**src/sbw_pkg.sv**
```systemverilog
// Purpose: constants and types for the standby entry and wake controller
// Assumes: AXI4-Lite register access, 32-bit data, one word per register
// Notes: register indices are printed offsets; byte address is index * 4
package sbw_pkg;

    // ==========================================================
    // register indices and byte addresses
    localparam logic [23:0] SBW_IDX_STBY_CTRL = 24'hfffdc6;
    localparam logic [23:0] SBW_IDX_DEEP_CTRL = 24'hfffe70;
    localparam logic [23:0] SBW_IDX_DEEP_WAIT = 24'hfffe71;
    localparam logic [23:0] SBW_IDX_WAKE_EN = 24'hfffe72;
    localparam logic [23:0] SBW_IDX_WAKE_FLAG = 24'hfffe73;
    localparam logic [23:0] SBW_IDX_WAKE_EDGE = 24'hfffe74;
    localparam logic [23:0] SBW_IDX_IRQ_STAT = 24'hfffe80;
    localparam logic [23:0] SBW_IDX_IRQ_MASK = 24'hfffe81;
    localparam logic [23:0] SBW_IDX_STATE = 24'hfffe82;
    localparam int SBW_ADDR_SHIFT = 2;

    // ==========================================================
    // field positions and writable masks
    localparam int SBW_STANDBY_SELECT_BIT = 15;
    localparam int SBW_SETTLE_LSB = 8;
    localparam int SBW_DEEP_SELECT_BIT = 7;
    localparam int SBW_NMI_EDGE_BIT = 7;
    localparam int SBW_NMI_FLAG_BIT = 7;
    localparam logic [15:0] SBW_STBY_WMASK = 16'h9f00;
    localparam logic [7:0] SBW_DEEP_CTRL_WMASK = 8'h80;
    localparam logic [7:0] SBW_DEEP_WAIT_WMASK = 8'h3f;
    localparam logic [7:0] SBW_EDGE_WMASK = 8'h8f;
    localparam logic [7:0] SBW_WAKE_EN_WMASK = 8'h0f;
    localparam logic [7:0] SBW_FLAG_MASK = 8'h8f;

    // ==========================================================
    // wait codes and counts
    localparam logic [4:0] SBW_SETTLE_CODE_262K = 5'h0e;
    localparam logic [5:0] SBW_DEEP_CODE_131K = 6'h0d;
    localparam int SBW_CNT_W = 20;
    localparam int SBW_NPIN = 5;
    localparam int SBW_NEV = 4;

    // ==========================================================
    // interrupt event bits
    localparam int SBW_EV_STANDBY = 0;
    localparam int SBW_EV_DEEP = 1;
    localparam int SBW_EV_RESUME = 2;
    localparam int SBW_EV_WAKE_PIN = 3;

    localparam logic [1:0] SBW_RESP_OKAY = 2'h0;
    localparam logic [1:0] SBW_RESP_SLVERR = 2'h2;

    // ==========================================================
    // state machine
    typedef enum logic [4:0] {
        SBW_ST_RUN = 5'h01,
        SBW_ST_SLEEP = 5'h02,
        SBW_ST_STANDBY = 5'h04,
        SBW_ST_DEEP = 5'h08,
        SBW_ST_SETTLE = 5'h10
    } sbw_state_e;

    typedef struct packed {
        logic run;
        logic sleeping;
        logic standby;
        logic deep_standby;
        logic settling;
    } sbw_status_s;

    typedef struct packed {
        sbw_state_e st;
        logic [SBW_CNT_W-1:0] cnt;
        logic [15:0] stby_ctrl;
        logic [7:0] deep_ctrl;
        logic [7:0] deep_wait;
        logic [7:0] wake_en;
        logic [7:0] wake_flag;
        logic [7:0] flag_seen;
        logic [7:0] wake_edge;
        logic [SBW_NEV-1:0] irq_stat;
        logic [SBW_NEV-1:0] irq_mask;
        logic [SBW_NPIN-1:0] sync1;
        logic [SBW_NPIN-1:0] sync2;
        logic [SBW_NPIN-1:0] sync3;
        logic aw_hold;
        logic [31:0] aw_addr;
        logic w_hold;
        logic [31:0] w_data;
        logic [3:0] w_strb;
        logic bvalid;
        logic [1:0] bresp;
        logic rvalid;
        logic [31:0] rdata;
        logic [1:0] rresp;
    } sbw_state_s;

    localparam sbw_state_s SBW_STATE_RST = '{st: SBW_ST_RUN, sync1: '1,
        sync2: '1, sync3: '1, default: '0};

endpackage

```
**src/sbw_standby_wake.sv**
```systemverilog
// Purpose: standby entry decision and wake settling wait for the cpu
// Assumes: sleep, release and subclock requests come from aclk logic
// Notes: wake pins are asynchronous and pass a two-stage synchroniser
//
// Operation
// - On wake from deep standby the cpu is held for the deep wait code, 001101 meaning 131072 cycles.
// - With standby_select (bit 15) set, a sleep request enters software standby, not plain sleep.
// - standby_select keeps its value across wake; only a software write of 0 clears it.
// - The five-bit settle code sets the wait after standby wake and subclock-to-main switch, 01110 meaning 262144 cycles.
// - With standby_select set, no release pending and deep_standby_select (bit 7) set, sleep enters deep standby.
// - deep_standby_select stays set after wake from deep standby; only a software write of 0 clears it.
// - An edge-select bit of 0 makes its wake pin detect falling edges.
// - A wake flag sets on its wake event and clears only on a write of 0 after it was read as 1.
//
// Our own choice: the AXI4-Lite register port.
`timescale 1ns/1ns

module sbw_standby_wake
    import sbw_pkg::*;
#(
    parameter int unsigned WAIT_SETTLE_CYCLES = 262144,
    parameter int unsigned WAIT_DEEP_CYCLES = 131072,
    parameter int unsigned WAIT_OTHER_CYCLES = 64
) (
    // clock and reset
    input wire logic aclk,
    input wire logic aresetn,
    // axi4-lite write address
    input wire logic awvalid,
    output logic awready,
    input wire logic [31:0] awaddr,
    input wire logic [2:0] awprot,
    // axi4-lite write data
    input wire logic wvalid,
    output logic wready,
    input wire logic [31:0] wdata,
    input wire logic [3:0] wstrb,
    // axi4-lite write response
    output logic bvalid,
    input wire logic bready,
    output logic [1:0] bresp,
    // axi4-lite read address
    input wire logic arvalid,
    output logic arready,
    input wire logic [31:0] araddr,
    input wire logic [2:0] arprot,
    // axi4-lite read data
    output logic rvalid,
    input wire logic rready,
    output logic [31:0] rdata,
    output logic [1:0] rresp,
    // cpu side
    input wire logic sleep_req,
    input wire logic release_pending,
    input wire logic subclk_to_main_req,
    // wake pins, asynchronous
    input wire logic nmi_pin,
    input wire logic [3:0] wake_pin,
    // status and interrupt
    output sbw_status_s status,
    output logic irq
);

    // ==========================================================
    // helpers
    function automatic logic [31:0] byte_addr(input logic [23:0] idx);
        byte_addr = {6'h00, idx, 2'h0};
    endfunction

    function automatic logic [31:0] merge(input logic [31:0] old,
                                          input logic [31:0] val,
                                          input logic [3:0] strb,
                                          input logic [31:0] wmask);
        logic [31:0] m;
        m = '0;
        for (int i = 0; i < 4; i++) begin
            m[i*8 +: 8] = {8{strb[i]}};
        end
        m = m & wmask;
        merge = (old & ~m) | (val & m);
    endfunction

    function automatic logic [SBW_CNT_W-1:0] settle_load(
        input logic [4:0] code);
        if (code == SBW_SETTLE_CODE_262K) begin
            settle_load = SBW_CNT_W'(WAIT_SETTLE_CYCLES - 1);
        end else begin
            settle_load = SBW_CNT_W'(WAIT_OTHER_CYCLES - 1);
        end
    endfunction

    function automatic logic [SBW_CNT_W-1:0] deep_load(
        input logic [5:0] code);
        if (code == SBW_DEEP_CODE_131K) begin
            deep_load = SBW_CNT_W'(WAIT_DEEP_CYCLES - 1);
        end else begin
            deep_load = SBW_CNT_W'(WAIT_OTHER_CYCLES - 1);
        end
    endfunction

    // ==========================================================
    // state
    sbw_state_s q;
    sbw_state_s next_q;

    logic [SBW_NPIN-1:0] edge_sel;
    logic [SBW_NPIN-1:0] pin_event;
    logic [4:0] settle_code;
    logic [5:0] deep_code;
    logic stby_sel;
    logic deep_sel;
    logic deep_wake;
    logic write_go;
    logic [31:0] wr;
    logic [7:0] flag_set;
    logic [7:0] flag_clr;
    logic [SBW_NEV-1:0] ev;

    // ==========================================================
    // handshakes and outputs
    assign awready = !q.aw_hold && !q.bvalid;
    assign wready = !q.w_hold && !q.bvalid;
    assign arready = !q.rvalid;
    assign bvalid = q.bvalid;
    assign bresp = q.bresp;
    assign rvalid = q.rvalid;
    assign rdata = q.rdata;
    assign rresp = q.rresp;
    assign irq = |(q.irq_stat & q.irq_mask);
    assign status.run = (q.st == SBW_ST_RUN);
    assign status.sleeping = (q.st == SBW_ST_SLEEP);
    assign status.standby = (q.st == SBW_ST_STANDBY);
    assign status.deep_standby = (q.st == SBW_ST_DEEP);
    assign status.settling = (q.st == SBW_ST_SETTLE);

    // ==========================================================
    // next state
    always_comb begin
        next_q = q;
        ev = '0;

        // pin synchroniser and edge detect
        // syncs reset high, the idle level, so no false edge
        next_q.sync1 = {nmi_pin, wake_pin};
        next_q.sync2 = q.sync1;
        next_q.sync3 = q.sync2;
        edge_sel = {q.wake_edge[SBW_NMI_EDGE_BIT], q.wake_edge[3:0]};
        for (int i = 0; i < SBW_NPIN; i++) begin
            pin_event[i] = edge_sel[i] ? (q.sync2[i] && !q.sync3[i])
                                       : (!q.sync2[i] && q.sync3[i]);
        end
        flag_set = {pin_event[4], 3'h0, pin_event[3:0]};
        deep_wake = pin_event[4] || |(pin_event[3:0] & q.wake_en[3:0]);
        if (|pin_event) begin
            ev[SBW_EV_WAKE_PIN] = 1'b1;
        end

        settle_code = q.stby_ctrl[SBW_SETTLE_LSB +: 5];
        deep_code = q.deep_wait[5:0];
        stby_sel = q.stby_ctrl[SBW_STANDBY_SELECT_BIT];
        deep_sel = q.deep_ctrl[SBW_DEEP_SELECT_BIT];

        // power state sequencing; control bits untouched on wake
        case (q.st)
            SBW_ST_RUN: begin
                if (sleep_req) begin
                    if (!stby_sel) begin
                        next_q.st = SBW_ST_SLEEP;
                    end else if (!release_pending && deep_sel) begin
                        next_q.st = SBW_ST_DEEP;
                        ev[SBW_EV_DEEP] = 1'b1;
                    end else begin
                        next_q.st = SBW_ST_STANDBY;
                        ev[SBW_EV_STANDBY] = 1'b1;
                    end
                end else if (subclk_to_main_req) begin
                    next_q.st = SBW_ST_SETTLE;
                    next_q.cnt = settle_load(settle_code);
                end
            end
            SBW_ST_SLEEP: begin
                if (release_pending || deep_wake) begin
                    next_q.st = SBW_ST_RUN;
                end
            end
            SBW_ST_STANDBY: begin
                if (release_pending || deep_wake) begin
                    next_q.st = SBW_ST_SETTLE;
                    next_q.cnt = settle_load(settle_code);
                end
            end
            SBW_ST_DEEP: begin
                if (deep_wake) begin
                    next_q.st = SBW_ST_SETTLE;
                    next_q.cnt = deep_load(deep_code);
                end
            end
            SBW_ST_SETTLE: begin
                if (q.cnt == '0) begin
                    next_q.st = SBW_ST_RUN;
                    ev[SBW_EV_RESUME] = 1'b1;
                end else begin
                    next_q.cnt = q.cnt - 1'b1;
                end
            end
            default: begin
                next_q.st = SBW_ST_RUN;
            end
        endcase

        // write address and data capture, either order
        if (awvalid && awready) begin
            next_q.aw_hold = 1'b1;
            next_q.aw_addr = awaddr;
        end
        if (wvalid && wready) begin
            next_q.w_hold = 1'b1;
            next_q.w_data = wdata;
            next_q.w_strb = wstrb;
        end
        if (q.bvalid && bready) begin
            next_q.bvalid = 1'b0;
        end

        // register write
        write_go = q.aw_hold && q.w_hold && !q.bvalid;
        wr = q.w_data;
        flag_clr = '0;
        if (write_go) begin
            next_q.aw_hold = 1'b0;
            next_q.w_hold = 1'b0;
            next_q.bvalid = 1'b1;
            next_q.bresp = SBW_RESP_OKAY;
            case (q.aw_addr)
                byte_addr(SBW_IDX_STBY_CTRL): begin
                    next_q.stby_ctrl = 16'(merge({16'h0000, q.stby_ctrl},
                        wr, q.w_strb,
                        {16'h0000, SBW_STBY_WMASK}));
                end
                byte_addr(SBW_IDX_DEEP_CTRL): begin
                    next_q.deep_ctrl = 8'(merge({24'h0, q.deep_ctrl},
                        wr, q.w_strb,
                        {24'h0, SBW_DEEP_CTRL_WMASK}));
                end
                byte_addr(SBW_IDX_DEEP_WAIT): begin
                    next_q.deep_wait = 8'(merge({24'h0, q.deep_wait}, wr,
                        q.w_strb, {24'h0, SBW_DEEP_WAIT_WMASK}));
                end
                byte_addr(SBW_IDX_WAKE_EN): begin
                    next_q.wake_en = 8'(merge({24'h0, q.wake_en}, wr,
                        q.w_strb, {24'h0, SBW_WAKE_EN_WMASK}));
                end
                byte_addr(SBW_IDX_WAKE_EDGE): begin
                    next_q.wake_edge = 8'(merge({24'h0, q.wake_edge}, wr,
                        q.w_strb, {24'h0, SBW_EDGE_WMASK}));
                end
                byte_addr(SBW_IDX_WAKE_FLAG): begin
                    if (q.w_strb[0]) begin
                        flag_clr = ~wr[7:0] & q.flag_seen & SBW_FLAG_MASK;
                    end
                end
                byte_addr(SBW_IDX_IRQ_STAT): begin
                    if (q.w_strb[0]) begin
                        next_q.irq_stat = q.irq_stat & ~wr[SBW_NEV-1:0];
                    end
                end
                byte_addr(SBW_IDX_IRQ_MASK): begin
                    if (q.w_strb[0]) begin
                        next_q.irq_mask = wr[SBW_NEV-1:0];
                    end
                end
                byte_addr(SBW_IDX_STATE): begin
                end
                default: begin
                    next_q.bresp = SBW_RESP_SLVERR;
                end
            endcase
        end

        // wake flags: clear only after read as 1, set wins
        next_q.flag_seen = q.flag_seen & ~flag_clr;
        next_q.wake_flag = (q.wake_flag & ~flag_clr) | flag_set;
        next_q.irq_stat = next_q.irq_stat | ev;

        // register read
        if (q.rvalid && rready) begin
            next_q.rvalid = 1'b0;
        end
        if (arvalid && arready) begin
            next_q.rvalid = 1'b1;
            next_q.rresp = SBW_RESP_OKAY;
            next_q.rdata = '0;
            case (araddr)
                byte_addr(SBW_IDX_STBY_CTRL): begin
                    next_q.rdata = {16'h0000, q.stby_ctrl};
                end
                byte_addr(SBW_IDX_DEEP_CTRL): begin
                    next_q.rdata = {24'h0, q.deep_ctrl};
                end
                byte_addr(SBW_IDX_DEEP_WAIT): begin
                    next_q.rdata = {24'h0, q.deep_wait};
                end
                byte_addr(SBW_IDX_WAKE_EN): begin
                    next_q.rdata = {24'h0, q.wake_en};
                end
                byte_addr(SBW_IDX_WAKE_EDGE): begin
                    next_q.rdata = {24'h0, q.wake_edge};
                end
                byte_addr(SBW_IDX_WAKE_FLAG): begin
                    next_q.rdata = {24'h0, q.wake_flag};
                    next_q.flag_seen = next_q.flag_seen | q.wake_flag;
                end
                byte_addr(SBW_IDX_IRQ_STAT): begin
                    next_q.rdata = {{(32-SBW_NEV){1'b0}}, q.irq_stat};
                end
                byte_addr(SBW_IDX_IRQ_MASK): begin
                    next_q.rdata = {{(32-SBW_NEV){1'b0}}, q.irq_mask};
                end
                byte_addr(SBW_IDX_STATE): begin
                    next_q.rdata = {7'h00, q.cnt, q.st};
                end
                default: begin
                    next_q.rresp = SBW_RESP_SLVERR;
                end
            endcase
        end
    end

    // ==========================================================
    // registers
    always_ff @(posedge aclk) begin
        if (!aresetn) begin
            q <= SBW_STATE_RST;
        end else begin
            q <= next_q;
        end
    end

endmodule // sbw_standby_wake

```
**config.mk**
```make
export PLATFORM = sky130hd
export DESIGN_NAME = sbw_standby_wake
export DESIGN_NICKNAME = d
export VERILOG_FILES = /design/src/sbw_pkg.sv /design/src/sbw_standby_wake.sv
export SDC_FILE = /design/constraint.sdc
export NUM_CORES = 1
export LEC_CHECK = 0
export ABC_AREA = 1
export BUFFER_PORTS_ARGS = -buffer_cell sky130_fd_sc_hd__buf_2
export CORE_MARGIN = 1
export CORE_UTILIZATION = 30
export CTS_CLUSTER_SIZE = 16
export DETAILED_ROUTE_END_ITERATION = 8
export SYNTH_ARGS = -nofsm -noshare
export SYNTH_HDL_FRONTEND = slang
export SYNTH_SLANG_ARGS = --single-unit
```
**constraint.sdc**
```tcl
create_clock -name aclk -period 2.2 [get_ports aclk]
set_clock_uncertainty 0.2 [all_clocks]
set_input_delay 0.66 -clock aclk [delete_from_list [all_inputs] [get_ports aclk]]
set_output_delay 0.66 -clock aclk [all_outputs]
set_load 0.02 [all_outputs]
```
==> out/summary.txt <==
most frequent cells in the layout: nand2_1 (258), nor2_1 (223), dfxtp_1 (154)
reg-to-reg slack, setup: 70 ps
dpl hpwl: 16480 um
via count: 7847
post-synthesis mux area share: 0
number of synthesized flops with an enable pin: 0
Worst Min Path Start: next_q[114]
Final Wtd Congestion: 0.8631
Die Wd: 164.3 um
largest net degree at the start of global routing: 49
Initial DRC Count: 514
#FFs+latches synth: 158
cells on worst reg2reg path: 13
main combinational cell family by area after synthesis: simple AND/OR/NAND/NOR gates
Skew-Pair Late Insertion Delay: 440 ps
worst r2r dst: q[210]
Max Root-Sink Buffers: 2
Post-synth ARST share: 0
drt drc: 0
post-route insts no fill: 1706
Tmin final: 2202 ps
Lkg Pwr: 4.357 nW
area occupied by registers: 3171 um^2
register area share after synthesis: 0.4002
final hold violations: 0
power per cell area: 877.4 nW/um^2
critical-path maximum fanout: 4
worst min path class: flip-flop to flip-flop
nets@finish: 1480
xor/xnor share of the synthesized area: 0.001108
Fill cells: 2760
DRT antenna net count: 0
GRT Total Usage: 0.1646
root buffer cell: clkbuf_16
Netlist Area Pre-Place: 7904 um^2
met1 usage: 0.2258
grt total ovfl: 0
Max Cap Violations: 0
Final setup viols: 1
hold depth: 1
Synth Flop Type: dfxtp_1
post-synthesis simple-gate area fraction: 0.3544
die area: 27000 um^2
met3 usage: 0.02803
total negative slack: -1.998 ps
Layout area overhead: 23.51%
clock sink count: 158
synthesized-area fraction occupied by adder cells: 0.001583
Synth cell types: 35
Worst Slack Setup Final: -1.998 ps
WL per Instance: 12.78 um
vias in the first global route: 7218
Avg Cell Area, Syn: 6.537 um^2
CP Class: flip-flop to primary output
crit share post-route: 1.001
failing checks: setup timing
critical path arrival: 1340 ps
GR Util met2: 0.2576
core area: 25980 um^2
die height: 164.3 um
final max-slew violation count: 0
area of the multi-input gates: 3864 um^2
warning count from the yosys run: 0
hold-fix buffer count after cts: 0
Vias/cell: 4.600
status: finished with violations
first-pass GRT wire length: 35100 um
Clk pin slew, worst setup/hold paths: 70 ps
Highest Clock Rate: 0.4541 GHz
CTS Buf Count: 17
final core utilization: 0.3757
pre-CTS WS: -93.61 ps
RSZ-0062 raised after global routing: true
most common cell after layout, fill and taps aside: nand2_1
worst path required time: 1340 ps
layout cells sized above 1: 0.2022
Compound-Gate Fraction of Synth Area: 0.1247
FP Rows: 59
drt pass-1 iters: 5
Worst VDD drop: 606.4 uV
CP Capture Type: primary output
CTS tree: built
most used routing layer: met2
cells after synthesis: 1209
Hold EP: next_q[109]
H-tree levels: 4
Starting Density: 0.3042
Startpoint Class: flip-flop
Critical Path Start: q[216]
worst reg2reg path startpoint: q[217]
DRT Wirelength: 21800 um
Placed Cells: 1659
initial antenna violation count: 1
Boundary Pins: 168
I/O Buffers: 131
==> worst max-delay path by stage <==
stage	cells after the start	endpoint
4_1_cts	4	status[2]
2_1_floorplan	10	rdata[15]
3_3_place_gp	11	rdata[12]
3_5_place_dp	11	rdata[11]
6_report	4	status[1]
5_1_grt	4	status[2]
==> kinds of logic after synthesis <==
| family | count (synthesis) |
|---|---|
| buffers and inverters | 201 |
| other | 1 |
| xor gates and xnor gates | 1 |
| DFF | 158 |
| adders and majority gates | 1 |
| AOI/OAI and AO/OA | 193 |
| and+or+nand+nor | 654 |
==> metrics by stage <==
stage          instance area (um^2)  hold WS, ps  total power, mW
4_1_cts                        9672        206.2            8.482
3_5_place_dp                   9019        196.7            5.600
3_3_place_gp                   9019        193.9            5.570
2_1_floorplan                  7934        192.5            4.925
5_1_grt                        9762        209.1            9.071
6_report                       9762        212.8            8.566
==> layout make-up <==
class                   count  share of cell area
clock buffers              17             0.04358
multi-input cells         858              0.3958
inverters                 124             0.04768
clock inverters            14             0.01282
well taps                 335             0.04294
flip-flops and latches    158              0.3248
repair buffers            199              0.1321
diodes                      1           0.0002563
==> where the power goes <==
part	switching, mW	internal [mW]	leakage (nW)	total, mW
registers	0.245	3.13	1.29	3.37
logic	1.46	0.924	2.79	2.39
clock network	1.32	1.48	0.271	2.81
==> critical path, stage by stage, from the launching register on <==
cell     delay (ps)
dfxtp_2         340
nor2_4          130
nand4_1         150
inv_2           140
buf_6           130
==> layer usage <==
layer	share of wire	vias to the layer above	wire, um
met1	0.50	3479	10980
met2	0.43	211	9321
met4	0.017	0	377
li1	-	4131	-
met5	0	-	0
met3	0.051	26	1116
==> Yosys cell counts, types with 3 or more instances <==
cell type | count | area (um^2)
a211oi_1 | 3 | 22.52
nand2_1 | 259 | 972.2
buf_6 | 3 | 33.78
nand3_1 | 96 | 480.5
inv_1 | 116 | 435.4
nor2_1 | 224 | 840.8
buf_4 | 38 | 285.3
clkbuf_1 | 26 | 97.59
o21ai_0 | 87 | 435.4
buf_1 | 3 | 11.26
inv_2 | 6 | 22.52
or2_2 | 11 | 68.82
o22ai_1 | 8 | 50.05
buf_2 | 6 | 30.03
a21oi_1 | 93 | 465.5
nor2_2 | 7 | 43.79
nor2_4 | 6 | 67.56
nand4_1 | 26 | 162.7
dfxtp_1 | 158 | 3163
nor3_1 | 13 | 65.06
==> timing repair <==
item / in CTS / in global routing
gates cloned: 0 / 1
buffers inserted: 11 / 3
endpoints found under the setup margin: 5 / 28
pin swaps: 5 / 4
resized for setup: 11 / 14
No activity file was read; power rests on OpenSTA's default activity.
